[config.mk]
export PLATFORM = sky130hd
export DESIGN_NAME = pps_port_power_sequencer
export DESIGN_NICKNAME = d
export VERILOG_FILES = /design/src/pps_pkg.sv /design/src/pps_lamp.sv /design/src/pps_port_power_sequencer.sv
export VERILOG_INCLUDE_DIRS = /design/src
export SDC_FILE = /design/constraint.sdc
export NUM_CORES = 1
export LEC_CHECK = 0
export ABC_AREA = 1
export BUFFER_PORTS_ARGS = -buffer_cell sky130_fd_sc_hd__clkbuf_2
export CAP_MARGIN = 40
export CELL_PAD_IN_SITES_DETAIL_PLACEMENT = 1
export CELL_PAD_IN_SITES_GLOBAL_PLACEMENT = 1
export CORE_MARGIN = 1.5
export CORE_UTILIZATION = 25
export DETAILED_ROUTE_END_ITERATION = 10
export PLACE_DENSITY_LB_ADDON = 0.1
export SLEW_MARGIN = 20
export SYNTH_ARGS = -nofsm -noshare
export SYNTH_HDL_FRONTEND = slang
export SYNTH_HIERARCHICAL = 1
export SYNTH_SLANG_ARGS = --single-unit
[constraint.sdc]
create_clock -name ref_clk_i -period 4.5 [get_ports ref_clk_i]
set_input_delay 0.675 -clock ref_clk_i [delete_from_list [all_inputs] [get_ports ref_clk_i]]
set_output_delay 0.675 -clock ref_clk_i [all_outputs]
set_load 0.02 [all_outputs]
[src/pps_consts.svh]
// constants of the port power sequencer: clock, times, thresholds, register map
`ifndef PPS_CONSTS_SVH
`define PPS_CONSTS_SVH

`define PPS_CLK_HZ 100000000
`define PPS_CLK_MHZ 100

`define PPS_LOCKOUT_TIME_US 2500
`define PPS_FAULT_TIME_US 60000
`define PPS_DISC_TIME_US 350000
`define PPS_STARTUP_TIME_US 60000
`define PPS_CLASS_TIME_US 10000
`define PPS_MARK_TIME_US 10000
`define PPS_CADENCE_TIME_US 2000000
`define PPS_FLASH_TIME_US 250000
`define PPS_GAP_TIME_US 1000000

`define PPS_FAULT_DEC_DIV 16
`define PPS_PWM_HZ 25000
`define PPS_PWM_DUTY_DIV 16

`define PPS_STARTUP_LIMIT_MA 420
`define PPS_C5_B_CUT_MA 748
`define PPS_C5_B_LIMIT_MA 850
`define PPS_C5_A_CUT_MA 792
`define PPS_C5_A_LIMIT_MA 900
`define PPS_C5_AB_CUT_MA 836
`define PPS_C5_AB_LIMIT_MA 950
`define PPS_CLS03_LIMIT_MA 400
`define PPS_CLS4_LIMIT_MA 720
`define PPS_CUT_NUM 7
`define PPS_CUT_DEN 8

`define PPS_CLS_GE8 0
`define PPS_CLS_GE16 1
`define PPS_CLS_GE25 2
`define PPS_CLS_GE35 3
`define PPS_CLS_GT45 4
`define PPS_CLS_GE51 5

`define PPS_REG_CTRL 4'h0
`define PPS_REG_STATUS 4'h4
`define PPS_REG_FAULT 4'h8
`define PPS_CTRL_PORT_DIS 0
`define PPS_CTRL_CLR_CODE 1
`define PPS_STAT_CLASS_LSB 0
`define PPS_STAT_C5_EN 3
`define PPS_STAT_PORT_ON 4
`define PPS_STAT_OC_CODE 5
`define PPS_STAT_SIG_CODE 6
`define PPS_STAT_AC_MODE 7
`define PPS_STAT_STATE_LSB 8

`endif

[src/pps_pkg.sv]
// types shared by the port power sequencer files
package pps_pkg;

  typedef enum logic [9:0] {
    PPS_ST_RESET   = 10'h001,
    PPS_ST_DETECT  = 10'h002,
    PPS_ST_CLASS1  = 10'h004,
    PPS_ST_MARK1   = 10'h008,
    PPS_ST_MARK2   = 10'h010,
    PPS_ST_CLASS2  = 10'h020,
    PPS_ST_STARTUP = 10'h040,
    PPS_ST_POWERED = 10'h080,
    PPS_ST_COOL    = 10'h100,
    PPS_ST_WAIT    = 10'h200
  } pps_state_t;

  typedef enum logic [1:0] {
    PPS_PROBE_OFF    = 2'h0,
    PPS_PROBE_DETECT = 2'h1,
    PPS_PROBE_CLASS  = 2'h2,
    PPS_PROBE_MARK   = 2'h3
  } pps_probe_t;

  typedef struct packed {
    logic over_limit;
    logic over_cut;
    logic dc_below;
    logic ac_below;
  } pps_cmp_t;

  typedef struct packed {
    logic cadence;
    logic high_cap;
    logic ac_mode;
  } pps_strap_t;

  typedef struct packed {
    logic [9:0] limit_ma;
    logic [9:0] cut_ma;
  } pps_thr_t;

  typedef struct packed {
    logic valid;
    logic [2:0] cls;
  } pps_class_t;

endpackage

[src/pps_lamp.sv]
// status lamp driver: steady light, blink codes of two or five flashes, dimming pwm
`timescale 1ns/10ps
`include "pps_consts.svh"

module pps_lamp #(
  parameter int unsigned FLASH_CYC = `PPS_FLASH_TIME_US * `PPS_CLK_MHZ,
  parameter int unsigned GAP_CYC = `PPS_GAP_TIME_US * `PPS_CLK_MHZ
) (
  input wire logic ref_clk_i,
  input wire logic rst_n_i,
  input wire logic steady_i,
  input wire logic code2_i,
  input wire logic code5_i,
  input wire logic dim_en_i,
  output logic lamp_sink_o
);

  localparam logic [11:0] PWM_PERIOD = 12'(`PPS_CLK_HZ / `PPS_PWM_HZ);
  localparam logic [11:0] PWM_ON = 12'(`PPS_CLK_HZ / `PPS_PWM_HZ / `PPS_PWM_DUTY_DIV);

  logic [11:0] pwm_cnt_ff;
  logic [31:0] tm_ff;
  logic [2:0] idx_ff;
  logic lit_ff;
  logic gap_ff;
  logic lamp_ff;
  logic active;
  logic [2:0] last_idx;
  logic expire;
  logic raw;

  //////////////////////////////////////////////////////////////////////////////
  // free-running dimming wave, high for one sixteenth of each period
  always_ff @(posedge ref_clk_i or negedge rst_n_i) begin
    if (!rst_n_i) begin
      pwm_cnt_ff <= 12'h000;
    end else if (pwm_cnt_ff == PWM_PERIOD - 12'h001) begin
      pwm_cnt_ff <= 12'h000;
    end else begin
      pwm_cnt_ff <= pwm_cnt_ff + 12'h001;
    end
  end

  //////////////////////////////////////////////////////////////////////////////
  // blink sequencer; overcurrent code outranks the signature code
  assign active = code2_i | code5_i;
  assign last_idx = code2_i ? 3'h1 : 3'h4;
  assign expire = (tm_ff == (gap_ff ? GAP_CYC : FLASH_CYC) - 32'h1);

  always_ff @(posedge ref_clk_i or negedge rst_n_i) begin
    if (!rst_n_i) begin
      tm_ff <= 32'h0;
      idx_ff <= 3'h0;
      lit_ff <= 1'b1;
      gap_ff <= 1'b0;
    end else if (!active) begin
      tm_ff <= 32'h0;
      idx_ff <= 3'h0;
      lit_ff <= 1'b1;
      gap_ff <= 1'b0;
    end else if (!expire) begin
      tm_ff <= tm_ff + 32'h1;
    end else begin
      tm_ff <= 32'h0;
      if (gap_ff) begin
        gap_ff <= 1'b0;
        lit_ff <= 1'b1;
        idx_ff <= 3'h0;
      end else if (lit_ff) begin
        lit_ff <= 1'b0;
      end else if (idx_ff >= last_idx) begin
        gap_ff <= 1'b1;
      end else begin
        idx_ff <= idx_ff + 3'h1;
        lit_ff <= 1'b1;
      end
    end
  end

  //////////////////////////////////////////////////////////////////////////////
  // lamp output
  assign raw = active ? (lit_ff & ~gap_ff) : steady_i;

  always_ff @(posedge ref_clk_i or negedge rst_n_i) begin
    if (!rst_n_i) begin
      lamp_ff <= 1'b0;
    end else begin
      lamp_ff <= raw & (~dim_en_i | (pwm_cnt_ff < PWM_ON));
    end
  end

  assign lamp_sink_o = lamp_ff;

endmodule

[src/pps_port_power_sequencer.sv]
// port power sequencer: detection, classification, startup, fault and disconnect control
//
// Strobed register access and the register offsets are this design's own decisions.
`timescale 1ns/10ps
`include "pps_consts.svh"

module pps_port_power_sequencer #(
  parameter int unsigned LOCKOUT_CYC = `PPS_LOCKOUT_TIME_US * `PPS_CLK_MHZ,
  parameter int unsigned FAULT_CYC = `PPS_FAULT_TIME_US * `PPS_CLK_MHZ,
  parameter int unsigned DISC_CYC = `PPS_DISC_TIME_US * `PPS_CLK_MHZ,
  parameter int unsigned STARTUP_CYC = `PPS_STARTUP_TIME_US * `PPS_CLK_MHZ,
  parameter int unsigned CLASS_CYC = `PPS_CLASS_TIME_US * `PPS_CLK_MHZ,
  parameter int unsigned MARK_CYC = `PPS_MARK_TIME_US * `PPS_CLK_MHZ,
  parameter int unsigned CADENCE_CYC = `PPS_CADENCE_TIME_US * `PPS_CLK_MHZ,
  parameter int unsigned FLASH_CYC = `PPS_FLASH_TIME_US * `PPS_CLK_MHZ,
  parameter int unsigned GAP_CYC = `PPS_GAP_TIME_US * `PPS_CLK_MHZ
) (
  input wire logic ref_clk_i,
  input wire logic rst_n_i,
  // chip-level controls and supervisors
  input wire logic en_i,
  input wire logic supply_lockout_flag_i,
  input wire logic supply_overvoltage_flag_i,
  input wire logic overtemp_flag_i,
  // straps and selects; a floating pin reads high
  input wire logic class5_select_a_i,
  input wire logic class5_select_b_i,
  input wire logic lamp_dimming_enable_i,
  input wire logic disconnect_mode_strap_i,
  input wire logic cadence_mode_strap_i,
  input wire logic high_cap_strap_i,
  // analog front end results
  input pps_pkg::pps_cmp_t cmp_i,
  input wire logic [5:0] class_ge_i,
  input wire logic det_done_i,
  input wire logic det_valid_i,
  input wire logic det_bad_sig_i,
  // register port
  input wire logic [3:0] reg_addr_i,
  input wire logic [31:0] reg_wr_data_i,
  input wire logic reg_wr_en_i,
  input wire logic reg_rd_en_i,
  output logic [31:0] reg_rd_data_o,
  // port and analog controls
  output logic port_on_o,
  output pps_pkg::pps_probe_t probe_output_o,
  output pps_pkg::pps_thr_t thr_o,
  output logic high_cap_en_o,
  output logic ac_disconnect_en_o,
  output logic lamp_sink_o,
  output logic lamp_out_o
);

  pps_pkg::pps_state_t state_ff;
  pps_pkg::pps_state_t nxt_state;
  pps_pkg::pps_strap_t strap_ff;
  pps_pkg::pps_probe_t probe_ff;
  pps_pkg::pps_thr_t thr_ff;
  pps_pkg::pps_class_t dec;
  logic [31:0] lockout_cnt_ff;
  logic [31:0] tmr_ff;
  logic [31:0] fault_cnt_ff;
  logic [31:0] disc_cnt_ff;
  logic [7:0] dec_div_ff;
  logic [2:0] cls_ff;
  logic code2_ff;
  logic code5_ff;
  logic port_dis_ff;
  logic port_ff;
  logic [31:0] rd_data_ff;
  logic core_hold;
  logic c5_en;
  logic on_state;
  logic startup_entry;
  logic over;
  logic dec_tick;
  logic fault_hit;
  logic below;
  logic disc_hit;
  logic sw_clr;
  logic [31:0] status_word;
  logic [12:0] cut_calc;

  // class decode of the thermometer flags; the 45-51 mA gap resolves to class 5 when class 5 is enabled, else to class 4
  function automatic pps_pkg::pps_class_t decode_class(input logic [5:0] ge, input logic c5);
    pps_pkg::pps_class_t r;
    r.valid = 1'b1;
    r.cls = 3'h0;
    if (ge[`PPS_CLS_GE51] && !c5) begin
      r.valid = 1'b0;
    end else if (ge[`PPS_CLS_GT45] && c5) begin
      r.cls = 3'h5;
    end else if (ge[`PPS_CLS_GE35]) begin
      r.cls = 3'h4;
    end else if (ge[`PPS_CLS_GE25]) begin
      r.cls = 3'h3;
    end else if (ge[`PPS_CLS_GE16]) begin
      r.cls = 3'h2;
    end else if (ge[`PPS_CLS_GE8]) begin
      r.cls = 3'h1;
    end
    return r;
  endfunction

  //////////////////////////////////////////////////////////////////////////////
  // internal reset: lockout qualification, enable pin, overtemperature
  always_ff @(posedge ref_clk_i or negedge rst_n_i) begin
    if (!rst_n_i) begin
      lockout_cnt_ff <= 32'h0;
    end else if (!supply_lockout_flag_i) begin
      lockout_cnt_ff <= 32'h0;
    end else if (lockout_cnt_ff != LOCKOUT_CYC) begin
      lockout_cnt_ff <= lockout_cnt_ff + 32'h1;
    end
  end

  // the flag must have been seen on LOCKOUT_CYC + 1 edges, i.e. strictly longer
  assign core_hold = !(supply_lockout_flag_i && lockout_cnt_ff == LOCKOUT_CYC)
    || !en_i || overtemp_flag_i;

  // straps follow their pins only while held in reset
  always_ff @(posedge ref_clk_i or negedge rst_n_i) begin
    if (!rst_n_i) begin
      strap_ff <= 3'h0;
    end else if (core_hold) begin
      strap_ff <= {cadence_mode_strap_i, high_cap_strap_i, disconnect_mode_strap_i};
    end
  end

  assign c5_en = !(class5_select_a_i && class5_select_b_i);

  //////////////////////////////////////////////////////////////////////////////
  // port sequencing
  assign dec = decode_class(class_ge_i, c5_en);
  assign on_state = (state_ff == pps_pkg::PPS_ST_STARTUP) || (state_ff == pps_pkg::PPS_ST_POWERED);
  assign startup_entry = (nxt_state == pps_pkg::PPS_ST_STARTUP) &&
    (state_ff != pps_pkg::PPS_ST_STARTUP);
  assign over = (state_ff == pps_pkg::PPS_ST_STARTUP) ? cmp_i.over_limit : cmp_i.over_cut;
  assign dec_tick = (dec_div_ff == 8'(`PPS_FAULT_DEC_DIV - 1));
  assign fault_hit = on_state && over && (fault_cnt_ff == FAULT_CYC - 32'h1);
  assign below = strap_ff.ac_mode ? cmp_i.ac_below : cmp_i.dc_below;
  assign disc_hit = (state_ff == pps_pkg::PPS_ST_POWERED) && below &&
    (disc_cnt_ff == DISC_CYC);

  always_comb begin
    nxt_state = state_ff;
    if (core_hold) begin
      nxt_state = pps_pkg::PPS_ST_RESET;
    end else begin
      unique case (state_ff)
        pps_pkg::PPS_ST_RESET: begin
          nxt_state = pps_pkg::PPS_ST_DETECT;
        end
        pps_pkg::PPS_ST_DETECT: begin
          if (det_done_i) begin
            nxt_state = det_valid_i ? pps_pkg::PPS_ST_CLASS1 : pps_pkg::PPS_ST_WAIT;
          end
        end
        pps_pkg::PPS_ST_CLASS1: begin
          if (tmr_ff == CLASS_CYC - 32'h1) begin
            if (!dec.valid) begin
              nxt_state = pps_pkg::PPS_ST_WAIT;
            end else if (dec.cls >= 3'h4) begin
              nxt_state = pps_pkg::PPS_ST_MARK1;
            end else begin
              nxt_state = pps_pkg::PPS_ST_STARTUP;
            end
          end
        end
        pps_pkg::PPS_ST_MARK1: begin
          if (tmr_ff == MARK_CYC - 32'h1) begin
            nxt_state = pps_pkg::PPS_ST_MARK2;
          end
        end
        pps_pkg::PPS_ST_MARK2: begin
          if (tmr_ff == MARK_CYC - 32'h1) begin
            nxt_state = pps_pkg::PPS_ST_CLASS2;
          end
        end
        pps_pkg::PPS_ST_CLASS2: begin
          if (tmr_ff == CLASS_CYC - 32'h1) begin
            nxt_state = dec.valid ? pps_pkg::PPS_ST_STARTUP : pps_pkg::PPS_ST_WAIT;
          end
        end
        pps_pkg::PPS_ST_STARTUP: begin
          if (tmr_ff == STARTUP_CYC - 32'h1) begin
            nxt_state = pps_pkg::PPS_ST_POWERED;
          end
        end
        pps_pkg::PPS_ST_POWERED: begin
          nxt_state = pps_pkg::PPS_ST_POWERED;
        end
        pps_pkg::PPS_ST_COOL: begin
          if (fault_cnt_ff == 32'h0 && !supply_overvoltage_flag_i && !port_dis_ff) begin
            nxt_state = pps_pkg::PPS_ST_DETECT;
          end
        end
        pps_pkg::PPS_ST_WAIT: begin
          if (!strap_ff.cadence || tmr_ff == CADENCE_CYC - 32'h1) begin
            nxt_state = pps_pkg::PPS_ST_DETECT;
          end
        end
      endcase
      // every power-off except an internal reset passes through cool-down so the duty limit holds
      if (fault_hit || disc_hit) begin
        nxt_state = pps_pkg::PPS_ST_COOL;
      end
      if (supply_overvoltage_flag_i || port_dis_ff) begin
        nxt_state = pps_pkg::PPS_ST_COOL;
      end
    end
  end

  always_ff @(posedge ref_clk_i or negedge rst_n_i) begin
    if (!rst_n_i) begin
      state_ff <= pps_pkg::PPS_ST_RESET;
    end else begin
      state_ff <= nxt_state;
    end
  end

  // phase timer restarts on every state change
  always_ff @(posedge ref_clk_i or negedge rst_n_i) begin
    if (!rst_n_i) begin
      tmr_ff <= 32'h0;
    end else if (nxt_state != state_ff) begin
      tmr_ff <= 32'h0;
    end else begin
      tmr_ff <= tmr_ff + 32'h1;
    end
  end

  //////////////////////////////////////////////////////////////////////////////
  // overcurrent fault counter and disconnect timer
  always_ff @(posedge ref_clk_i or negedge rst_n_i) begin
    if (!rst_n_i) begin
      dec_div_ff <= 8'h00;
    end else if (dec_tick) begin
      dec_div_ff <= 8'h00;
    end else begin
      dec_div_ff <= dec_div_ff + 8'h01;
    end
  end

  always_ff @(posedge ref_clk_i or negedge rst_n_i) begin
    if (!rst_n_i) begin
      fault_cnt_ff <= 32'h0;
    end else if (core_hold || startup_entry) begin
      fault_cnt_ff <= 32'h0;
    end else if (on_state && over) begin
      if (fault_cnt_ff != FAULT_CYC) begin
        fault_cnt_ff <= fault_cnt_ff + 32'h1;
      end
    end else if (dec_tick && fault_cnt_ff != 32'h0) begin
      fault_cnt_ff <= fault_cnt_ff - 32'h1;
    end
  end

  always_ff @(posedge ref_clk_i or negedge rst_n_i) begin
    if (!rst_n_i) begin
      disc_cnt_ff <= 32'h0;
    end else if (startup_entry || state_ff != pps_pkg::PPS_ST_POWERED || !below) begin
      disc_cnt_ff <= 32'h0;
    end else if (disc_cnt_ff != DISC_CYC) begin
      disc_cnt_ff <= disc_cnt_ff + 32'h1;
    end
  end

  //////////////////////////////////////////////////////////////////////////////
  // class result and current thresholds
  always_ff @(posedge ref_clk_i or negedge rst_n_i) begin
    if (!rst_n_i) begin
      cls_ff <= 3'h0;
    end else if (core_hold) begin
      cls_ff <= 3'h0;
    end else if (state_ff == pps_pkg::PPS_ST_CLASS1 && tmr_ff == CLASS_CYC - 32'h1) begin
      cls_ff <= dec.cls;
    end
  end

  assign cut_calc = 13'((cls_ff == 3'h4 ? `PPS_CLS4_LIMIT_MA : `PPS_CLS03_LIMIT_MA) *
    `PPS_CUT_NUM / `PPS_CUT_DEN);

  always_ff @(posedge ref_clk_i or negedge rst_n_i) begin
    if (!rst_n_i) begin
      thr_ff <= 20'h0;
    end else if (state_ff != pps_pkg::PPS_ST_POWERED) begin
      thr_ff.limit_ma <= 10'(`PPS_STARTUP_LIMIT_MA);
      thr_ff.cut_ma <= 10'(`PPS_STARTUP_LIMIT_MA);
    end else if (cls_ff == 3'h5) begin
      if (!class5_select_a_i && !class5_select_b_i) begin
        thr_ff.limit_ma <= 10'(`PPS_C5_AB_LIMIT_MA);
        thr_ff.cut_ma <= 10'(`PPS_C5_AB_CUT_MA);
      end else if (!class5_select_a_i) begin
        thr_ff.limit_ma <= 10'(`PPS_C5_A_LIMIT_MA);
        thr_ff.cut_ma <= 10'(`PPS_C5_A_CUT_MA);
      end else begin
        thr_ff.limit_ma <= 10'(`PPS_C5_B_LIMIT_MA);
        thr_ff.cut_ma <= 10'(`PPS_C5_B_CUT_MA);
      end
    end else begin
      thr_ff.limit_ma <= 10'(cls_ff == 3'h4 ? `PPS_CLS4_LIMIT_MA : `PPS_CLS03_LIMIT_MA);
      thr_ff.cut_ma <= cut_calc[9:0];
    end
  end

  //////////////////////////////////////////////////////////////////////////////
  // port drive, probe mode and blink codes
  always_ff @(posedge ref_clk_i or negedge rst_n_i) begin
    if (!rst_n_i) begin
      port_ff <= 1'b0;
      probe_ff <= pps_pkg::PPS_PROBE_OFF;
    end else begin
      port_ff <= (nxt_state == pps_pkg::PPS_ST_STARTUP) ||
        (nxt_state == pps_pkg::PPS_ST_POWERED);
      unique case (nxt_state)
        pps_pkg::PPS_ST_DETECT: probe_ff <= pps_pkg::PPS_PROBE_DETECT;
        pps_pkg::PPS_ST_CLASS1, pps_pkg::PPS_ST_CLASS2: probe_ff <= pps_pkg::PPS_PROBE_CLASS;
        pps_pkg::PPS_ST_MARK1, pps_pkg::PPS_ST_MARK2: probe_ff <= pps_pkg::PPS_PROBE_MARK;
        default: probe_ff <= pps_pkg::PPS_PROBE_OFF;
      endcase
    end
  end

  // a new event on the clear cycle keeps its code
  always_ff @(posedge ref_clk_i or negedge rst_n_i) begin
    if (!rst_n_i) begin
      code2_ff <= 1'b0;
      code5_ff <= 1'b0;
    end else if (core_hold) begin
      code2_ff <= 1'b0;
      code5_ff <= 1'b0;
    end else begin
      if (fault_hit) begin
        code2_ff <= 1'b1;
      end else if (sw_clr || state_ff == pps_pkg::PPS_ST_POWERED) begin
        code2_ff <= 1'b0;
      end
      if (state_ff == pps_pkg::PPS_ST_DETECT && det_done_i && det_bad_sig_i) begin
        code5_ff <= 1'b1;
      end else if (sw_clr || (state_ff == pps_pkg::PPS_ST_DETECT && det_done_i && det_valid_i)) begin
        code5_ff <= 1'b0;
      end
    end
  end

  pps_lamp #(
    .FLASH_CYC(FLASH_CYC),
    .GAP_CYC(GAP_CYC)
  ) u_lamp (
    .ref_clk_i(ref_clk_i),
    .rst_n_i(rst_n_i),
    .steady_i(state_ff == pps_pkg::PPS_ST_POWERED),
    .code2_i(code2_ff),
    .code5_i(code5_ff),
    .dim_en_i(lamp_dimming_enable_i),
    .lamp_sink_o(lamp_sink_o)
  );

  //////////////////////////////////////////////////////////////////////////////
  // register port
  assign sw_clr = reg_wr_en_i && reg_addr_i == `PPS_REG_CTRL && reg_wr_data_i[`PPS_CTRL_CLR_CODE];

  always_ff @(posedge ref_clk_i or negedge rst_n_i) begin
    if (!rst_n_i) begin
      port_dis_ff <= 1'b0;
    end else if (reg_wr_en_i && reg_addr_i == `PPS_REG_CTRL) begin
      port_dis_ff <= reg_wr_data_i[`PPS_CTRL_PORT_DIS];
    end
  end

  always_comb begin
    status_word = 32'h0;
    status_word[`PPS_STAT_CLASS_LSB +: 3] = cls_ff;
    status_word[`PPS_STAT_C5_EN] = c5_en;
    status_word[`PPS_STAT_PORT_ON] = port_ff;
    status_word[`PPS_STAT_OC_CODE] = code2_ff;
    status_word[`PPS_STAT_SIG_CODE] = code5_ff;
    status_word[`PPS_STAT_AC_MODE] = strap_ff.ac_mode;
    status_word[`PPS_STAT_STATE_LSB +: 10] = state_ff;
  end

  // read data stand for one cycle only and are zero otherwise
  always_ff @(posedge ref_clk_i or negedge rst_n_i) begin
    if (!rst_n_i) begin
      rd_data_ff <= 32'h0;
    end else if (!reg_rd_en_i) begin
      rd_data_ff <= 32'h0;
    end else begin
      unique case (reg_addr_i)
        `PPS_REG_CTRL: rd_data_ff <= {31'h0, port_dis_ff};
        `PPS_REG_STATUS: rd_data_ff <= status_word;
        `PPS_REG_FAULT: rd_data_ff <= fault_cnt_ff;
        default: rd_data_ff <= 32'h0;
      endcase
    end
  end

  assign reg_rd_data_o = rd_data_ff;
  assign port_on_o = port_ff;
  assign probe_output_o = probe_ff;
  assign thr_o = thr_ff;
  assign high_cap_en_o = strap_ff.high_cap;
  assign ac_disconnect_en_o = strap_ff.ac_mode;
  assign lamp_out_o = 1'b0;

endmodule

### Word-level counts from Yosys, hierarchy flattened

Cells that the tools add are included.

* add/sub/neg operators: 11
* $mul: 1
* magnitude comparators: 3
* eq/ne operators: 41
* mux-type cells: 71
* bitwise gates (word level): 7
* reduce and logical (&&, ||, !) cells: 53

Operators by type and width (count)
* two-way mux 32 bit: 12
* adder 32 x 1 -> 32 bit (second input constant): 5
* two-way mux 10 bit: 15
* case mux 10 bit (10 select lines): 1
* case mux 32 bit (3 select lines): 1
* == test 32 x 23 -> 1 bit (second input constant): 2
* subtractor 32 x 1 -> 32 bit (second input constant): 2
* two-way mux 20 bit: 2
* two-way mux 18 bit: 2
* two-way mux 3 bit: 12
* == test 32 x 18 -> 1 bit (second input constant): 1
* == test 32 x 20 -> 1 bit (second input constant): 1
* == test 32 x 26 -> 1 bit (second input constant): 1
* == test 32 x 28 -> 1 bit (second input constant): 1
* == test 32 bit: 1
* logical NOT 32 bit: 1
* != test 32 x 18 -> 1 bit (second input constant): 1
* != test 32 x 23 -> 1 bit (second input constant): 1
* != test 32 x 26 -> 1 bit (second input constant): 1
* nonzero test 32 bit: 1
* two-way mux 27 bit: 1
* == test 10 x 2 -> 1 bit (second input constant): 2
* == test 10 x 3 -> 1 bit (second input constant): 2
* == test 10 x 4 -> 1 bit (second input constant): 2
* other kinds (48): 116

* register bits after elaboration: 260
* bits of input ports: 63
* output and inout port bits: 59

### Depth between registers and ports, before layout

* depth after elaboration: 19
* depth in mapped cells: 20

### Cells and area by module

Netlist, hierarchy kept.

By module, submodules not included
* pps_port_power_sequencer: instances 1, cells each 1658, area an instance 12353.1 um^2, sequential area each 5131.2 um^2
* pps_lamp: instances 1, cells each 442, area an instance 3041.7 um^2, sequential area each 1252.5 um^2

### Worst setup path before layout

OpenSTA, ideal clock, no wires.

* kind: flip-flop to flip-flop
* start point: reg state_ff[1]
* end point: reg fault_cnt_ff[22]
* setup time: 129 ps
* arrival time: 4695 ps
* slack: -323 ps
* stages on the path, launching flop included: 17
* buffers on the path: 0
* period minus slack after synthesis: 4823 ps
* path through: dfrtp_1 -> nor2_1 -> nand2_1 -> inv_1 -> nand3_1 -> o21ai_0 -> ha_1 -> a21oi_1 -> o21ai_0 -> a21oi_1 -> inv_1 -> a21oi_1 -> inv_1 -> a21boi_0 -> o21ai_0 -> xnor2_1 -> o22ai_1

* word-level cells in the longest chain between the ends: 13

Ends and longest elaborated chain
* start, declared: line pps_port_power_sequencer.sv:54 `pps_pkg::pps_state_t state_ff;`
* start signal, assigned: line pps_port_power_sequencer.sv:216 `state_ff <= pps_pkg::PPS_ST_RESET;`
* start signal, assigned: line pps_port_power_sequencer.sv:218 `state_ff <= nxt_state;`
* == test 10 x 7 -> 1 bit or == test 10 x 8 -> 1 bit (tied branches)
* two-way mux 1 bit or logical OR 1 bit (tied branches): line pps_port_power_sequencer.sv:138, pps_port_power_sequencer.sv:135
* logical AND 1 bit: line pps_port_power_sequencer.sv:140, pps_port_power_sequencer.sv:250
* logical AND 1 bit: line pps_port_power_sequencer.sv:140 `assign fault_hit = on_state && over && (fault_cnt_ff == FAULT_CYC - 32'h1);`
* logical OR 1 bit: line pps_port_power_sequencer.sv:205 `if (fault_hit || disc_hit) begin`
* two-way mux 10 bit: line pps_port_power_sequencer.sv:205
* two-way mux 10 bit: line pps_port_power_sequencer.sv:208 `if (supply_overvoltage_flag_i || port_dis_ff) begin`
* two-way mux 10 bit: line pps_port_power_sequencer.sv:147 `if (core_hold) begin`
* == test 10 x 7 -> 1 bit: line pps_port_power_sequencer.sv:136 `assign startup_entry = (nxt_state == pps_pkg::PPS_ST_STARTUP) &&`
* logical AND 1 bit: line pps_port_power_sequencer.sv:136
* logical OR 1 bit: line pps_port_power_sequencer.sv:248 `end else if (core_hold || startup_entry) begin`
* != test 3 x 1 -> 1 bit (no source line) or nonzero test 3 bit (tied branches)
* AND reduction 2 bit (no source line)
* end signal, assigned: line pps_port_power_sequencer.sv:252 `fault_cnt_ff <= fault_cnt_ff + 32'h1;`
* end signal, assigned: line pps_port_power_sequencer.sv:255 `fault_cnt_ff <= fault_cnt_ff - 32'h1;`
* end, declared: line pps_port_power_sequencer.sv:62 `logic [31:0] fault_cnt_ff;`

Parallel ways exist; a longest one is shown, timed or not.
A chain may end at the register's enable or synchronous reset.

### Final worst setup path

Ends and elaborated chain as after synthesis.

==> impl_metrics.toml <==
[yosys]
synth_flop_cell = "dfrtp_1"
synth_area_leaders = "dfrtp_1, nand2_1, nor2_1"
seq_area_frac_synth_pct = 41.5
yosys.area.top_type = "dfrtp_1"
synth_seq_cells = 255
syn_area_per_cell_sq_um = 7.33
ys_warn_count = 6
syn_inst = 2100
synthDistinctLibCells = 54
synth_area_sq_um = 15400
synthArstFlopShare_pct = 100
synth_top_area_share_pct = 41.1
synth_edf_count = 0

[worst_setup_path]
crit_required_ps = 4910
cpMaxStageDelayCell = "dfrtp_1"
crit_fanout = 13
endpoint_kind = "register"
max_stage_delay_ps = 420
worstSetupPathType = "register to register"
cp-start-kind = "register"
cp_cell_sequence = "nor2_1 > nand2_1 > inv_1 > nand3_1 > nand2_1 > inv_1 > nor2_1 > o21ai_2 > buf_4 > ha_1 > a21oi_1 > nor2_1 > o21ai_0 > nand2_1 > a21oi_1 > inv_1 > a21boi_0 > o21ai_0 > xnor2_1 > o22ai_1"
rrSetupSlack_ps = 540
arrival_ps = 4370

[grt]
grt_max_degree = 84
grt_first_pass_wirelength_um = 82800
antenna_found_initial = 2
grt_pass1_vias = 14784
grt.total_usage_pct = 16.6
overflow = 0

[route]
first_pass_iters = 5
drcViolationCount = 0
vias_per_cell = 4.60
drt-initial-drc-count = 561
num_vias = 13895
routed_wl_um = 51100
wl_per_cell_um = 16.9
postRouteAntennaNets = 0

[sta]
max_freq_mhz = 253
worst_slew_pin_slew_ps = 867
setup-tns-final_ps = 0
fin_crit_ps = 3960
drv_slew = 0
maxSlewHeadroom_pct = 42.0
fin_crit_sh_pct = 87.9
setup-violations-final = 0
fin_skew_ps = 21.6
hold_ws_ps = 106
rsz0062_at_grt = "no"
timing_hold_violations_final = 0

[finish]
final_cells = 3023
nFillCells = 7467
areaGrowthSynthToFinish_pct = 16.7
drive_above_1_share_pct = 10.6
fin_nets = 2319

[cts]
root_buffer = "clkbuf_16"
clock_sinks = 255
hold_buffers = 0
clockBufferDepth = 3
cts_resized = 0
numCtsBuffers = 36
clk_pin_slew_ps = 60
cts_max_level = 2
postCtsSetupBuffers = 0
cts_tree = "done"
clock_latency_ps = 560

[power_and_ir_drop]
powerDensity_nw_per_um2 = 296
p_leak_nw = 8.37
ir_worst_vdd_uv = 201

[placed_design]
dp_cells = 2958
gp_congestion = 0.854
hpwl_um = 39500
port_buffers = 87

[die]
ioPinCount = 122
initial_core_util_pct = 25.4
placementRows = 90
die_w_um = 251
die_h_um = 251
core-area_sq_um = 60600
die_area_sq_um = 63100

[flow_run]
cap_viol_max_count = 0

[worst_hold_path]
hp-class = "primary input to async pin"

[status]
status = "finished, final reports clean"
critical path: cells and delay by family (launching register included):
kind | cells | cell delay (ps)
AOI/OAI and AO/OA | 7 | 1430
buffers and inverters | 4 | 550
adders and majority gates | 1 | 360
and+or+nand+nor | 7 | 880
xor gates and xnor gates | 1 | 180
DFF | 1 | 420
cell usage after synthesis, drive strengths merged (33+ instances only):
library cell / number
a21oi: 95
dfrtp: 253
ha: 41
inv: 313
nand2: 409
nand3: 112
nand4: 50
nor2: 426
nor3: 70
o21ai: 80
o22ai: 39
xnor2: 33
xor2: 61
sequential cells by signal (all words and copies together) (netlist names), 2 cells and up:
register / count
u_lamp/idx_ff: 3
cls_ff: 3
lockout_cnt_ff: 32
thr_o: 15
u_lamp/pwm_cnt_ff: 12
probe_output_o: 2
fault_cnt_ff: 32
state_ff: 10
reg_rd_data_o: 32
disc_cnt_ff: 32
dec_div_ff: 8
u_lamp/tm_ff: 32
tmr_ff: 32
report_power, final:
group          total [mW]  switching [mW]  internal [mW]
combinational       0.175           0.129         0.0462
sequential           2.33          0.0164           2.31
clock                2.82            1.14           1.68
layer usage:
layer / wire length (um) / track usage, % / share of wire (%)
met1: 25600 / 23.2 / 50
met2: 23200 / 26.9 / 45
met3: 1220 / 1.94 / 2.4
met4: 1070 / 4.82 / 2.1
met5: 0 / 0 / 0
placed cells by master, fill, tap and decap left out, drive strengths merged, types with 3 or more instances in the layout:
| cell | n |
|---|---|
| a221oi | 3 |
| o221ai | 3 |
| xnor2 | 33 |
| buf | 19 |
| a211oi | 4 |
| a21oi | 95 |
| clkinv | 9 |
| clkbuf | 138 |
| xor2 | 61 |
| nor4 | 14 |
| a31oi | 13 |
| nand3b | 5 |
| nor2 | 426 |
| or2 | 3 |
| conb | 4 |
| dfrtp | 253 |
| o211ai | 6 |
| nand3 | 112 |
| a21o | 7 |
| ha | 41 |
| o21ai | 80 |
| nand4 | 50 |
| nand2 | 409 |
| nor3 | 70 |
| o22ai | 39 |
| nor3b | 10 |
| inv | 315 |
per-stage QoR:
stage          power [mW]  worst slack [ps]  util, %  instance area (sq um)
3_5_place_dp         2.55               539     27.7                  16800
3_3_place_gp         2.54               565     27.7                  16800
2_1_floorplan        2.44               400        -                  15400
6_report             5.32               543     29.6                  18000
4_1_cts              5.45               537     29.6                  18000
5_1_grt              5.54               115     29.6                  18000
area by class of cell:
cell class              instances  area (sq um)  area share [%]
multi-input cells            1501          7660            42.6
diodes                          2          5.00          0.0279
clock inverters                11          93.8           0.522
repair buffers                105           606            3.37
clock buffers                  52          1050            5.86
well taps                     782           978            5.45
flip-flops and latches        255          6380            35.5
inverters                     315          1180            6.60
final timing paths:
check                                                       to                     from  cells after the start
worst max-delay path              fault_cnt_ff[22]$_DFFE_PN0P_    state_ff[1]$_DFF_PN0_                     20
worst min-delay path                        thr_o[4]$_DFF_PN0_                  rst_n_i                      1
worst max register to register    fault_cnt_ff[22]$_DFFE_PN0P_    state_ff[1]$_DFF_PN0_                     20
worst min register to register         dec_div_ff[0]$_DFF_PN0_  dec_div_ff[0]$_DFF_PN0_                      1
max in group asynchronous       u_lamp/pwm_cnt_ff[6]$_DFF_PN0_                  rst_n_i                      2
min in group ref_clk_i            u_lamp/lamp_sink_o$_DFF_PN0_    lamp_dimming_enable_i                      2
cell families (layout without fill, tap and decap cells):
| group | count (synthesis) | count (layout) | share of synthesized area (%) |
|---|---|---|---|
| buffers and inverters | 347 | 483 | 8.89 |
| flip-flops | 255 | 255 | 41.5 |
| multiplexers | 1 | 1 | 0.0731 |
| XOR/XNOR | 94 | 94 | 5.35 |
| other | 1 | 6 | 0.0244 |
| adder cells (fa/ha/maj) | 42 | 42 | 3.46 |
| AO/OA/AOI/OAI | 258 | 258 | 9.46 |
| AND/OR/NAND/NOR | 1102 | 1102 | 31.3 |
(Power assumes the default switching activity.)
